--- src/hcs_pkg.sv ---
// Constants for the hub charger, suspend and squelch configuration slice.
package hcs_pkg;
    localparam logic [7:0] HCS_ADDR_ALT_TARGET = 8'h00_eb;
    localparam logic [7:0] HCS_ADDR_CHG_MODE   = 8'h00_ec;
    localparam logic [7:0] HCS_ADDR_CHG_MASK   = 8'h00_ed;
    localparam logic [7:0] HCS_ADDR_HUB_CFG    = 8'h00_ee;
    localparam logic [7:0] HCS_ADDR_SQUELCH    = 8'h00_f4;

    localparam logic [7:0] HCS_RST_ALT_TARGET  = 8'h00_28;
    localparam logic [7:0] HCS_RST_CHG_MODE    = 8'h00_14;
    localparam logic [7:0] HCS_RST_CHG_MASK    = 8'h00_0f;
    localparam logic [1:0] HCS_RST_HUB_CFG     = 2'h0;
    localparam logic [2:0] HCS_RST_SQUELCH     = 3'h0;

    localparam int HCS_ADDR_LSB      = 1;
    localparam int HCS_ADDR_MSB      = 6;
    localparam int HCS_CHG_EN_BIT    = 4;
    localparam int HCS_ENH_BIT       = 2;
    localparam int HCS_CDP_MASK_BIT  = 1;
    localparam int HCS_DCP_MASK_BIT  = 0;
    localparam int HCS_MASK_RSV_LSB  = 2;
    localparam int HCS_MASK_RSV_MSB  = 3;
    localparam int HCS_KEEPALIVE_BIT = 7;
    localparam int HCS_SUSP_ROLE_BIT = 6;
    localparam int HCS_TOUT_LSB      = 4;
    localparam int HCS_TOUT_MSB      = 5;
    localparam int HCS_UP_SQ_LSB     = 4;
    localparam int HCS_UP_SQ_MSB     = 6;
    localparam int HCS_DN3_SQ_LSB    = 0;
    localparam int HCS_DN3_SQ_MSB    = 2;

    localparam int HCS_SYNC_STAGES   = 2;
    localparam int HCS_READ_LATENCY  = 1;

    typedef enum logic [2:0] {
        HCS_SQ_NOMINAL,
        HCS_SQ_90,
        HCS_SQ_80,
        HCS_SQ_70,
        HCS_SQ_60,
        HCS_SQ_50,
        HCS_SQ_120,
        HCS_SQ_110
    } hcs_squelch_t;
endpackage : hcs_pkg

--- src/hcs_sync.sv ---
// Two-flop synchroniser for a single pin level.
module hcs_sync
    import hcs_pkg::*;
(
    input  wire logic clk,   // System clock.
    input  wire logic rst,   // Asynchronous reset, active high.
    input  wire logic ce,    // Clock enable.
    input  wire logic pin,   // Asynchronous pin level.
    output logic      level  // Synchronised level.
);
    logic meta;

    always_ff @(posedge clk or posedge rst) begin
        if (rst) begin
            meta  <= 1'b0;
            level <= 1'b0;
        end else if (ce) begin
            meta  <= pin;
            level <= meta;
        end
    end
endmodule // hcs_sync

--- src/hcs_chg_flag.sv ---
// Charger-detected flag and its sticky interrupt status bit.
module hcs_chg_flag
    import hcs_pkg::*;
(
    input  wire logic clk,          // System clock.
    input  wire logic rst,          // Asynchronous reset, active high.
    input  wire logic ce,           // Clock enable.
    input  wire logic cdp_found,    // Charging downstream port detected.
    input  wire logic dcp_found,    // Dedicated charging port detected.
    input  wire logic cdp_mask,     // Let a CDP detection drive the flag.
    input  wire logic dcp_mask,     // Let a DCP detection drive the flag.
    input  wire logic flag_release, // Return the flag high.
    input  wire logic status_clear, // Host writes zero to the status bit.
    output logic      flag_n,       // Charger detected, active low.
    output logic      irq_status    // Sticky flag-asserted status.
);
    logic assert_flag;

    assign assert_flag = (cdp_found && cdp_mask)
                      || (dcp_found && dcp_mask);

    always_ff @(posedge clk or posedge rst) begin
        if (rst) begin
            flag_n <= 1'b1;
        end else if (ce) begin
            if (assert_flag) begin
                flag_n <= 1'b0;
            end else if (flag_release) begin
                flag_n <= 1'b1;
            end
        end
    end

    always_ff @(posedge clk or posedge rst) begin
        if (rst) begin
            irq_status <= 1'b0;
        end else if (ce) begin
            if (assert_flag) begin
                irq_status <= 1'b1;
            end else if (status_clear) begin
                irq_status <= 1'b0;
            end
        end
    end
endmodule // hcs_chg_flag

--- src/hcs_regs.sv ---
// Charger, suspend and squelch configuration registers of the hub.
// How it works
// - Offset EB reads a fixed upper target address 0x28 used when the high select pin is set.
// - Address bits 7 and 0 read zero; the low address bit comes from the low select pin.
// - With detection enabled, detection starts on entering its stage or in the reference wait without a clock.
// - The enhanced bit makes the routine reverse the data-line source.
// - The charger mode register resets to 0x14.
// - With the CDP mask set, a CDP detection drives the flag low; otherwise it leaves it alone.
// - With the DCP mask set, a DCP detection drives the flag low; otherwise it leaves it alone.
// - The charger mask register resets to 0x0F.
// - The keep-alive bit stops the internal clocks from being gated in suspend.
// - The role bit turns the interrupt pin into a level suspend indicator.
// - Bits 5:4 of the hub config register report the configuration time-out, read only.
// - Bits 6:4 of the squelch register select the upstream squelch threshold.
// - Bits 2:0 of the squelch register select the downstream port 3 threshold.
// - The charger status bit sets when the flag goes low and holds until cleared.
module hcs_regs
    import hcs_pkg::*;
(
    input  wire logic       clk,             // System clock, 20 MHz.
    input  wire logic       rst,             // Asynchronous reset.
    input  wire logic       ce,              // Clock enable.
    input  wire logic [7:0] reg_addr,        // Register offset.
    input  wire logic [7:0] reg_wdata,       // Write data.
    input  wire logic       reg_we,          // Write strobe.
    input  wire logic       reg_re,          // Read strobe.
    output logic      [7:0] reg_rdata,       // Read data.
    output logic            reg_rvalid,      // Read data valid.
    input  wire logic       address_select_high_pin, // Address pin 1.
    input  wire logic       address_select_low_pin,  // Address pin 0.
    input  wire logic [5:0] primary_addr_upper, // Upper bits, pin low.
    output logic      [6:0] target_address,  // Active target address.
    input  wire logic       charger_detect_stage, // Detection stage.
    input  wire logic       refclock_wait_stage,  // Reference wait.
    input  wire logic       refclock_present, // Reference clock seen.
    output logic            charger_detect_start, // Start pulse.
    output logic            enhanced_charger_detect, // Reverse source.
    input  wire logic       cdp_found,       // CDP detected pulse.
    input  wire logic       dcp_found,       // DCP detected pulse.
    input  wire logic       flag_release,    // Return flag high.
    input  wire logic       status_clear,    // Clear charger status.
    output logic            charger_detected_flag_n, // Flag, low active.
    output logic            charger_detect_irq_status, // Sticky status.
    input  wire logic [1:0] config_timeout_value, // Time-out code.
    input  wire logic       hub_suspended,   // Hub in bus suspend.
    input  wire logic       serial_irq_pending, // Serial port event.
    output logic            internal_clock_gate, // Gate clocks off.
    output logic            irq_pin_n,       // Interrupt pin level.
    output logic      [2:0] up_squelch_select, // Upstream squelch.
    output logic      [2:0] downstream3_squelch_select // Port 3.
);
    logic       charger_detect_enable;
    logic       charging_port_detect_mask;
    logic       dedicated_charger_detect_mask;
    logic       suspend_clock_keepalive;
    logic       irq_pin_suspend_role;
    logic       sel_high;
    logic       sel_low;
    logic       stage_prev;
    logic       start_cond;
    logic [7:0] next_rdata;

    function automatic logic hit(input logic [7:0] a, input logic [7:0] o);
        return a == o;
    endfunction

    hcs_sync u_sync_high (
        .clk   (clk),
        .rst   (rst),
        .ce    (ce),
        .pin   (address_select_high_pin),
        .level (sel_high)
    );

    hcs_sync u_sync_low (
        .clk   (clk),
        .rst   (rst),
        .ce    (ce),
        .pin   (address_select_low_pin),
        .level (sel_low)
    );

    hcs_chg_flag u_flag (
        .clk          (clk),
        .rst          (rst),
        .ce           (ce),
        .cdp_found    (cdp_found),
        .dcp_found    (dcp_found),
        .cdp_mask     (charging_port_detect_mask),
        .dcp_mask     (dedicated_charger_detect_mask),
        .flag_release (flag_release),
        .status_clear (status_clear),
        .flag_n       (charger_detected_flag_n),
        .irq_status   (charger_detect_irq_status)
    );

    // Charger mode: only the enable and enhanced bits hold state.
    always_ff @(posedge clk or posedge rst) begin
        if (rst) begin
            charger_detect_enable   <= HCS_RST_CHG_MODE[HCS_CHG_EN_BIT];
            enhanced_charger_detect <= HCS_RST_CHG_MODE[HCS_ENH_BIT];
        end else if (ce && reg_we && hit(reg_addr, HCS_ADDR_CHG_MODE)) begin
            charger_detect_enable   <= reg_wdata[HCS_CHG_EN_BIT];
            enhanced_charger_detect <= reg_wdata[HCS_ENH_BIT];
        end
    end

    // The CDP mask is stored as written; software pairs it with enhanced
    // detection, since without it a CDP is never reported.
    always_ff @(posedge clk or posedge rst) begin
        if (rst) begin
            charging_port_detect_mask     <= HCS_RST_CHG_MASK[HCS_CDP_MASK_BIT];
            dedicated_charger_detect_mask <= HCS_RST_CHG_MASK[HCS_DCP_MASK_BIT];
        end else if (ce && reg_we && hit(reg_addr, HCS_ADDR_CHG_MASK)) begin
            charging_port_detect_mask     <= reg_wdata[HCS_CDP_MASK_BIT];
            dedicated_charger_detect_mask <= reg_wdata[HCS_DCP_MASK_BIT];
        end
    end

    always_ff @(posedge clk or posedge rst) begin
        if (rst) begin
            suspend_clock_keepalive <= HCS_RST_HUB_CFG[1];
            irq_pin_suspend_role    <= HCS_RST_HUB_CFG[0];
        end else if (ce && reg_we && hit(reg_addr, HCS_ADDR_HUB_CFG)) begin
            suspend_clock_keepalive <= reg_wdata[HCS_KEEPALIVE_BIT];
            irq_pin_suspend_role    <= reg_wdata[HCS_SUSP_ROLE_BIT];
        end
    end

    always_ff @(posedge clk or posedge rst) begin
        if (rst) begin
            up_squelch_select          <= HCS_RST_SQUELCH;
            downstream3_squelch_select <= HCS_RST_SQUELCH;
        end else if (ce && reg_we && hit(reg_addr, HCS_ADDR_SQUELCH)) begin
            up_squelch_select          <= reg_wdata[HCS_UP_SQ_MSB:HCS_UP_SQ_LSB];
            downstream3_squelch_select <= reg_wdata[HCS_DN3_SQ_MSB:HCS_DN3_SQ_LSB];
        end
    end

    // Detection starts once per entry to its stage, or every cycle of the
    // reference wait while no reference clock is present.
    assign start_cond = charger_detect_enable
        && ((charger_detect_stage && !stage_prev)
        || (refclock_wait_stage && !refclock_present));

    always_ff @(posedge clk or posedge rst) begin
        if (rst) begin
            stage_prev           <= 1'b0;
            charger_detect_start <= 1'b0;
        end else if (ce) begin
            stage_prev           <= charger_detect_stage;
            charger_detect_start <= start_cond;
        end
    end

    always_ff @(posedge clk or posedge rst) begin
        if (rst) begin
            target_address <= 7'h00;
        end else if (ce) begin
            target_address <= {sel_high
                ? HCS_RST_ALT_TARGET[HCS_ADDR_MSB:HCS_ADDR_LSB]
                : primary_addr_upper, sel_low};
        end
    end

    always_ff @(posedge clk or posedge rst) begin
        if (rst) begin
            internal_clock_gate <= 1'b0;
            irq_pin_n           <= 1'b1;
        end else if (ce) begin
            internal_clock_gate <= hub_suspended && !suspend_clock_keepalive;
            irq_pin_n <= irq_pin_suspend_role ? !hub_suspended
                                              : !serial_irq_pending;
        end
    end

    // Reserved bits are built as zeros; mask bits 3:2 keep their reset ones.
    always_comb begin
        next_rdata = 8'h00;
        if (hit(reg_addr, HCS_ADDR_ALT_TARGET)) begin
            next_rdata = HCS_RST_ALT_TARGET;
        end else if (hit(reg_addr, HCS_ADDR_CHG_MODE)) begin
            next_rdata[HCS_CHG_EN_BIT] = charger_detect_enable;
            next_rdata[HCS_ENH_BIT]    = enhanced_charger_detect;
        end else if (hit(reg_addr, HCS_ADDR_CHG_MASK)) begin
            next_rdata[HCS_MASK_RSV_MSB:HCS_MASK_RSV_LSB] =
                HCS_RST_CHG_MASK[HCS_MASK_RSV_MSB:HCS_MASK_RSV_LSB];
            next_rdata[HCS_CDP_MASK_BIT] = charging_port_detect_mask;
            next_rdata[HCS_DCP_MASK_BIT] = dedicated_charger_detect_mask;
        end else if (hit(reg_addr, HCS_ADDR_HUB_CFG)) begin
            next_rdata[HCS_KEEPALIVE_BIT] = suspend_clock_keepalive;
            next_rdata[HCS_SUSP_ROLE_BIT] = irq_pin_suspend_role;
            next_rdata[HCS_TOUT_MSB:HCS_TOUT_LSB] = config_timeout_value;
        end else if (hit(reg_addr, HCS_ADDR_SQUELCH)) begin
            next_rdata[HCS_UP_SQ_MSB:HCS_UP_SQ_LSB]   = up_squelch_select;
            next_rdata[HCS_DN3_SQ_MSB:HCS_DN3_SQ_LSB] =
                downstream3_squelch_select;
        end
    end

    always_ff @(posedge clk or posedge rst) begin
        if (rst) begin
            reg_rdata  <= 8'h00;
            reg_rvalid <= 1'b0;
        end else if (ce) begin
            reg_rvalid <= reg_re;
            if (reg_re) begin
                reg_rdata <= next_rdata;
            end
        end
    end
endmodule // hcs_regs

--- config.mk ---
export PLATFORM = sky130hd
export DESIGN_NAME = hcs_regs
export DESIGN_NICKNAME = d
export VERILOG_FILES = /design/src/hcs_pkg.sv /design/src/hcs_sync.sv /design/src/hcs_chg_flag.sv /design/src/hcs_regs.sv
export SDC_FILE = /design/constraint.sdc
export NUM_CORES = 1
export LEC_CHECK = 0
export BUFFER_PORTS_ARGS = -buffer_cell sky130_fd_sc_hd__buf_2
export CORE_MARGIN = 2
export CORE_UTILIZATION = 45
export CTS_BUF_LIST = sky130_fd_sc_hd__clkbuf_8
export DETAILED_ROUTE_END_ITERATION = 7
export PLACE_DENSITY = 0.77
export SLEW_MARGIN = 20
export SYNTH_ARGS = -nofsm -noshare
export SYNTH_HDL_FRONTEND = slang
export SYNTH_HIERARCHICAL = 1
export SYNTH_SLANG_ARGS = --single-unit
--- constraint.sdc ---
create_clock -name clk -period 1 [get_ports clk]
set_input_delay 0.05 -clock clk [delete_from_list [all_inputs] [get_ports clk]]
set_output_delay 0.05 -clock clk [all_outputs]
set_load 0.03 [all_outputs]
==> results of run 1 <==
[logic make-up after synthesis]
| logic type | share of synthesized area (%) |
|---|---|
| AO/OA/AOI/OAI | 12.0 |
| multiplexers | 13.4 |
| AND/OR/NAND/NOR | 16.3 |
| flip-flops | 54.8 |
| buffers and inverters | 3.51 |
[through the flow]
step	setup TNS, ns	area (um^2)	total power [mW]	cells
final	-0.175	2650	3.41	308
after global routing	-0.358	2650	3.58	308
after CTS	-0.253	2620	3.44	307
after detailed placement	-3.58	2360	2.29	285
after global placement	-3.45	2360	2.28	285
after floorplan	-1.06	1800	2.03	152
[routing by layer]
layer	GRT usage, %	share of wire (%)
met2	36.4	48
met5	0	0
met4	7.14	2.3
met1	27.9	43
met3	6.64	6.7
[power breakdown]
group / internal, mW / switching (mW)
sequential: 1.64 / 0.0536
combinational: 0.288 / 0.345
clock: 0.554 / 0.535
[cell usage in the layout (no fill, tap or decap), types with 3 or more instances in the layout]
cell / n
a21oi_1: 4
a22o_1: 6
a22oi_1: 3
and3_4: 3
buf_2: 61
buf_4: 21
buf_6: 5
clkbuf_8: 6
dfrtp_1: 30
dfstp_2: 6
dlygate4sd3_1: 14
inv_1: 13
mux2_2: 10
mux2_4: 8
nand2_1: 15
nand2b_1: 4
nand3b_1: 3
nor2_1: 3
o21ai_0: 13
[area by class of cell]
type / instances / area [um^2]
fillers: 306 / 1040
flip-flops and latches: 38 / 961
multi-input cells: 98 / 796
repair buffers: 103 / 687
clock buffers: 6 / 82.6
well taps: 48 / 60.1
inverters: 13 / 48.8
clock inverters: 2 / 12.5
[critical path: stages, from the launching register on]
cell	delay (ns)
dfstp_2	0.54
buf_4	0.11
buf_6	0.12
[path summary, 6_finish.rpt]
| kind | to | slack (ns) | startpoint | cells past startpoint |
|---|---|---|---|---|
| max in group asynchronous | enhanced_charger_detect | 0.40 | rst | 4 |
| min | dedicated_charger_detect_mask | 0.01 | reg_wdata[0] | 2 |
| min in group asynchronous | u_sync_low/meta | 0.18 | rst | 3 |
| max reg2reg | reg_rdata[2] | -0.06 | enhanced_charger_detect | 3 |
| min reg2reg | reg_rdata[3] | 0.46 | reg_rdata[3] | 2 |
| max | enhanced_charger_detect | -0.1 | enhanced_charger_detect | 2 |
[timing repair]
action	in CTS	in global routing
pin swaps	2	1
resized for setup	8	5
hold buffers	14	0
hold endpoints to repair	46	0
setup endpoints to repair	4	6
buffers inserted	0	1
[state kept, by name (all words and copies together) (netlist names), 3 cells and up]
register                    cells
downstream3_squelch_select      3
up_squelch_select               3
reg_rdata                       8
target_address                  7
==> run metrics, run 1 <==
status=finished with violations; violated checks=negative setup slack; Mean Syn Cell Area=11.5 um^2; Die Y=66.3 um; Layout Nets=299; area share of the largest cell type after synthesis=45.8%; largest net degree at the start of global routing=33; Max Cap Viol=0; DRC=0; ys flop type=dfrtp_1; clk buf depth=2; Final Max Tran Viols=0; CTS buffer count=5; Tcrit/Tclk final=110%; Max FO, Critical Path=2; gr ovfl total=0; initial core utilization=47.4%; WP data required=0.95 ns; Fin. Hold Viols=0; Hold Crit Class=input pin to flip-flop; most common cell in the synthesized netlist=dfrtp_1; clk slew on worst S/H paths=0.07 ns; Pre-antenna DRT Iters=4; number of global-route vias before repair=1585; Die W=66.3 um; RePlAce Congestion=0.876; register bit total from synthesis=38; sequential share of the synthesized area=54.8%; Final ANT Viol Nets=0; Yosys warning count=6; CTS tree=built; Synth area leaders=dfrtp_1, mux2_2, dfstp_2, o21ai_0, nand2_1; GRT Util Overall=22.2%; Leakage=1.32 nW; Worst-Margin Slew=0.261 ns; # clock sinks=38; via count=1552; Worst-Skew Late Latency=0.29 ns; initial antenna violation count=0; Syn Std Cell Area=0.00175 mm^2; routed wire length=4350 um; Setup CP Type=flip-flop to primary output; Post-synth top cells=dfrtp_1, mux2_2, nand2_1; Mapped Cells=152; Fin Hold WS=0.0139 ns; DP Worst Slack=-0.271 ns; leading area contributor after synthesis=dfrtp_1; # diodes=0; CP endpoint kind=primary output; FMAX=912 MHz; share of layout cells above drive strength 1=52.3%; first-pass GRT wire length=7220 um; Power Density=1290 mW/mm^2; final setup fails=4; synth unique cells=35; PortBufs=66; per-cell routed wire length=14.1 um; row cnt=22; Critical Path AT=1.05 ns; Tmin final=1.10 ns; worst setup margin=-0.0964 ns; EDFF count, synth=0; clock skew=0.00656 ns; Finished Core Util=71.8%; Area Growth Syn to Fin=51.4%; relative slew slack=82.5%; Async SR Flop Fraction=100%; depth of the CTS H-tree=2; root buffer cell=clkbuf_8; Via density=5.04; RSZ-0062 raised after global routing=yes; area of the core=0.00369 mm^2; DR iter-0 viols=76; Post-Syn Nets=192; dpl hpwl=3070 um; Peak VDD IR=0.900 mV; crit start category=flip-flop; number of top-level pins=68; die area=0.00440 mm^2
Power figures use the tool's default switching activity.
==> inputs of run 2 (changes only) <==
--- a/config.mk
+++ b/config.mk
@@ -10,7 +10,7 @@
 export CORE_UTILIZATION = 45
 export CTS_BUF_LIST = sky130_fd_sc_hd__clkbuf_8
 export DETAILED_ROUTE_END_ITERATION = 7
-export PLACE_DENSITY = 0.77
+export PLACE_DENSITY = 0.9
 export SLEW_MARGIN = 20
 export SYNTH_ARGS = -nofsm -noshare
 export SYNTH_HDL_FRONTEND = slang
==> constraint.sdc (replaced) <==
create_clock -name clk -period 0.9 [get_ports clk]
set_input_delay 0.045 -clock clk [delete_from_list [all_inputs] [get_ports clk]]
set_output_delay 0.045 -clock clk [all_outputs]
set_load 0.03 [all_outputs]
==> run metrics, run 2 (synthesis gave the netlist of run 1 again) <==
reg-to-reg endpoint=reg_rdata[2]; via count=1669 (+7.5%); number of global-route vias before repair=1663 (+4.9%); CP Launch Point=enhanced_charger_detect; Via density=5.22 (+3.5%); final instance count without filler cells=320 (+3.9%); Hold Crit Class=input pin to flip-flop; Tmin final=1.17 ns; Leakage=1.44 nW (+9.3%); clock skew=0.00581 ns (-0.000751 ns); Final ANT Viol Nets=0 (unchanged); Fin. Hold Viols=0 (unchanged); GRT Util Overall=23.8% (+1.6 points); CP max stage delay=0.56 ns (+0.02 ns); Critical Path AT=1.36 ns (+0.31 ns); Max Cap Viol=0 (unchanged); biggest regs=reg_rdata (8), target_address (7); Area Growth Syn to Fin=71.5%; Finished Core Util=81.3% (+9.6 points); critical path's top delay family=flip-flops; max reg flops=8 (unchanged); largest net degree at the start of global routing=33 (unchanged); r2r setup slk=-0.27 ns (-0.21 ns); Max FO, Critical Path=2 (unchanged); fill count=228 (-25%); Seq. cell area=962 um^2 (+0.13%); Final Max Tran Viols=0 (unchanged); CP endpoint kind=flip-flop; Layout Nets=311 (+4.0%); number of top-level pins=68 (unchanged); RSZ-0062 raised after global routing=yes; Worst-Margin Slew=0.259 ns (-0.00171 ns); routed wire length=5240 um (+21%); # diodes=0 (unchanged); cell internal pwr=2.90 mW (+17%); area of the core=0.00369 mm^2 (unchanged); violated checks=negative setup slack; Fin Hold WS=0.00891 ns (-0.00503 ns); DR iter-0 viols=102 (+34%); Peak VDD IR=1.03 mV (+14%); first-pass GRT wire length=7720 um (+6.9%); Biggest register=reg_rdata; Tcrit/Tclk final=130%; FMAX=853 MHz; root buffer cell=clkbuf_8; end of the critical path=reg_rdata[2]; row cnt=22 (unchanged); relative slew slack=82.7% (+0.24 points); initial core utilization=47.4% (unchanged); Sw Share=27.7% (+0.31 points); Clock Power Share=30.6% (-1.3 points); Die W=66.3 um (unchanged); crit start category=flip-flop; depth of the CTS H-tree=2 (unchanged); clk slew on worst S/H paths=0.08 ns (about the same); status=finished with violations; CTS buffer count=5 (unchanged); PortBufs=66 (unchanged); Die Y=66.3 um (unchanged); critical path cell sequence=or2b_1, a21oi_2, o41ai_2; Stages on worst setup path=3 (+1); Multi-input gate area=863 um^2 (+8.5%); Buf/Inv on CP=0 (-2); worst r2r src=enhanced_charger_detect; placed insts=283 (-0.70%); CP max stage cell=dfstp_2; most frequent cells in the layout=buf_2, buf_6, dfrtp_1, buf_4; DRC=0 (unchanged); gr ovfl total=0 (unchanged); worst setup margin=-0.272 ns (-0.176 ns); Worst-Skew Late Latency=0.29 ns (about the same); final non-filler cell area=0.00300 mm^2 (+13%); Setup CP Type=flip-flop to flip-flop; dpl hpwl=3170 um (+3.2%); per-cell routed wire length=16.4 um (+16%); # clock sinks=38 (unchanged); share of layout cells above drive strength 1=57.7% (+5.4 points); clk buf depth=2 (unchanged); final setup fails=21 (+17); CTS tree=built; Pre-antenna DRT Iters=4 (unchanged); Pwr Total=4.02 mW (+18%); Seq pwr share=47.3% (-2.3 points); Comb power frac=22.1% (+3.6 points); P_sw=1.11 mW (+19%); Placed Area=0.00235 mm^2 (-0.16%); WP data required=1.09 ns (+0.14 ns); die area=0.00440 mm^2 (unchanged); reg2reg path depth=3 (unchanged); RePlAce Congestion=0.917 (+4.7%); initial antenna violation count=0 (unchanged); Power Density=1340 mW/mm^2 (+3.9%)
==> run 2: worst reg2reg max path, stage by stage (launching register included) <==
cell and delay, ns:
dfstp_2 0.56, or2b_1 0.15, a21oi_2 0.08, o41ai_2 0.28
==> run 2: worst min path at each step <==
| stage | from | to | depth (start not counted) |
|---|---|---|---|
| global placement | rst | u_flag/irq_status | 2 |
| detailed placement | rst | u_flag/irq_status | 2 |
| finish | hub_suspended | internal_clock_gate | 3 |
| global route | reg_wdata[4] | charger_detect_enable | 2 |
| floorplan | rst | u_flag/irq_status | 1 |
| CTS | flag_release | u_flag/flag_n | 3 |
==> run 2: per-layer routing <==
layer | track usage [%] | share of wire (%) | up-vias | wire [um]
li1 | - | - | 772 | -
met1 | 26.7 | 37 | 800 | 1920
met2 | 42.8 | 53 | 78 | 2780
met3 | 5.28 | 6.0 | 19 | 313
met4 | 10.5 | 4.4 | 0 | 229
met5 | 0 | 0 | - | 0
==> run 2: cell type report <==
cell class,instances,share of cell area (%)
multi-input cells,98,28.8
repair buffers,115,32.4
clock inverters,2,0.417
inverters,13,1.63
flip-flops and latches,38,32.1
clock buffers,6,2.75
well taps,48,2.00
==> run 2: what timing repair did <==
item / CTS / global route
pin swaps: 6 / 11
hold buffers: 15 / 0
gates resized for setup: 52 / 41
endpoints found under the hold margin: 48 / 0
buffers inserted: 6 / 8
setup endpoints to repair: 37 / 47
==> run 2: through the flow <==
step / TNS, ns / worst slack (ns)
after floorplan: -2.30 / -0.255
after global placement: -6.08 / -0.377
after detailed placement: -6.87 / -0.402
after CTS: -1.31 / -0.201
after global routing: -1.95 / -0.300
final: -1.34 / -0.272
==> run 2: power groups by stage <==
| stage | Clock, mW | Combinational [mW] | Sequential, mW |
|---|---|---|---|
| 2_1_floorplan | 0 | 0.217 | 2.04 |
| 3_3_place_gp | 0 | 0.628 | 1.90 |
| 4_1_cts | 1.24 | 0.778 | 1.89 |
| 3_5_place_dp | 0 | 0.645 | 1.91 |
| 6_report | 1.23 | 0.889 | 1.90 |
| 5_1_grt | 1.33 | 0.947 | 1.91 |
==> inputs of run 3 (changes only) <==
--- a/config.mk
+++ b/config.mk
@@ -5,10 +5,11 @@
 export SDC_FILE = /design/constraint.sdc
 export NUM_CORES = 1
 export LEC_CHECK = 0
-export BUFFER_PORTS_ARGS = -buffer_cell sky130_fd_sc_hd__buf_2
+export BUFFER_PORTS_ARGS = -buffer_cell sky130_fd_sc_hd__buf_4
 export CORE_MARGIN = 2
 export CORE_UTILIZATION = 45
 export CTS_BUF_LIST = sky130_fd_sc_hd__clkbuf_8
+export CTS_CLUSTER_SIZE = 20
 export DETAILED_ROUTE_END_ITERATION = 7
 export PLACE_DENSITY = 0.9
 export SLEW_MARGIN = 20
==> run metrics, run 3 (synthesis gave the netlist of run 1 again) <==
status=finished with violations; Worst Hold Path EP=u_flag/flag_n; number of top-level pins=68 (unchanged); most frequent cells in the layout=buf_4, dfrtp_1, buf_6; clk buf depth=2 (unchanged); relative slew slack=79.3% (-3.4 points); WP data required=0.85 ns (-0.24 ns); GRT Util Overall=24.4% (+0.65 points); root buffer cell=clkbuf_8; gr ovfl total=0 (unchanged); initial antenna violation count=0 (unchanged); CP endpoint kind=primary output; worst r2r src=enhanced_charger_detect; CTS tree=built; CTS buffer count=5 (unchanged); reg-to-reg endpoint=reg_rdata[2]; worst hold start=flag_release; Layout Nets=313 (+0.64%); worst setup margin=-0.206 ns (+0.0662 ns); # clock sinks=38 (unchanged); Via density=5.16 (-1.0%); share of layout cells above drive strength 1=56.9% (-0.79 points); Fin. Hold Viols=0 (unchanged); Critical Path AT=1.06 ns (-0.30 ns); row cnt=22 (unchanged); first-pass GRT wire length=7880 um (+2.0%); r2r setup slk=-0.20 ns (+0.07 ns); die area=0.00440 mm^2 (unchanged); Final Max Tran Viols=0 (unchanged); final setup fails=18 (-14%); Max FO, Critical Path=2 (unchanged); CP Launch Point=enhanced_charger_detect; number of global-route vias before repair=1715 (+3.1%); commonest non-fill, non-tap cell in the layout=buf_4; violated checks=negative setup slack; Power Density=1270 mW/mm^2 (-5.1%); Biggest register=reg_rdata; placed insts=284 (+0.35%); RePlAce Congestion=0.912 (-0.52%); RSZ-0062 raised after global routing=yes; Fin Hold WS=0.0345 ns (+0.0256 ns); Worst-Margin Slew=0.311 ns (+0.0515 ns); PortBufs=66 (unchanged); biggest regs=reg_rdata (8), target_address (7); Hold Crit Class=input pin to flip-flop; Die Y=66.3 um (unchanged); Tmin final=1.11 ns (-0.0662 ns); clock skew=0.00465 ns (-0.00116 ns); FMAX=904 MHz (+6.0%); Tcrit/Tclk final=123% (-7.4 points); largest net degree at the start of global routing=33 (unchanged); area of the core=0.00369 mm^2 (unchanged); Area Growth Syn to Fin=75.8%; Hold Path Depth=3 (unchanged); depth of the CTS H-tree=2 (unchanged); Max Cap Viol=0 (unchanged); Leakage=1.48 nW (+2.9%); initial core utilization=47.4% (unchanged); Worst-Skew Late Latency=0.29 ns (about the same); DR iter-0 viols=78 (-24%); max reg flops=8 (unchanged); final instance count without filler cells=322 (+0.63%); DRC=0 (unchanged); # diodes=0 (unchanged); reg2reg path depth=3 (unchanged); Pre-antenna DRT Iters=4 (unchanged); dpl hpwl=3440 um (+8.8%); per-cell routed wire length=15.9 um (-2.7%); Die W=66.3 um (unchanged); via count=1662 (-0.42%); clk slew on worst S/H paths=0.07 ns (about the same); Peak VDD IR=0.914 mV (-11%); Final ANT Viol Nets=0 (unchanged); crit start category=flip-flop; routed wire length=5130 um (-2.1%); Setup CP Type=flip-flop to primary output
[run 3: where the power goes]
part / leakage, nW / total, mW / internal [mW] / switching [mW]
clock network: 0.0519 / 1.07 / 0.516 / 0.555
logic: 0.953 / 0.940 / 0.510 / 0.431
registers: 0.476 / 1.90 / 1.82 / 0.0756
total: 1.48 / 3.91 / 2.85 / 1.06
[run 3: final cells by class]
class	instances	area (um^2)
repair buffers	117	1060
clock inverters	3	11.3
well taps	48	60.1
inverters	13	48.8
flip-flops and latches	38	961
fillers	205	614
clock buffers	5	68.8
multi-input cells	98	862
[run 3: worst max path at each step]
stage	endpoint	slack, ns	cells past startpoint
floorplan	reg_rdata[2]	-0.26	3
global placement	downstream3_squelch_select[0]	-0.37	6
detailed placement	downstream3_squelch_select[0]	-0.44	6
CTS	enhanced_charger_detect	-0.22	2
global route	reg_rdata[2]	-0.24	3
finish	enhanced_charger_detect	-0.21	2
[run 3: per-layer routing]
metal	vias to the layer above	global-route usage [%]	wire length (um)
li1	777	-	-
met1	802	27.5	1940
met2	69	44.3	2800
met3	14	5.11	279
met4	0	10.5	111
met5	-	0	0
[run 3: what timing repair did]
action / in CTS / in global routing
endpoints found under the hold margin: 51 / 0
setup endpoints to repair: 27 / 44
hold buffers: 17 / 0
pin swaps: 7 / 12
gates resized for setup: 27 / 25
buffers inserted: 5 / 8
[run 3: worst max-delay path: stages, from the launching register on]
cell and delay (ns):
dfstp_2 0.54, buf_4 0.11, buf_6 0.12
[run 3: stage by stage]
stage	TNS [ns]	utilization [%]	power, mW	worst slack [ns]	instance area, um^2
2_1_floorplan	-2.30	-	2.26	-0.255	1810
3_3_place_gp	-5.39	68.9	2.63	-0.373	2540
3_5_place_dp	-6.03	68.9	2.65	-0.441	2540
4_1_cts	-1.67	79.7	3.83	-0.219	2940
5_1_grt	-2.24	83.3	4.09	-0.245	3070
6_report	-1.49	83.3	3.91	-0.206	3070
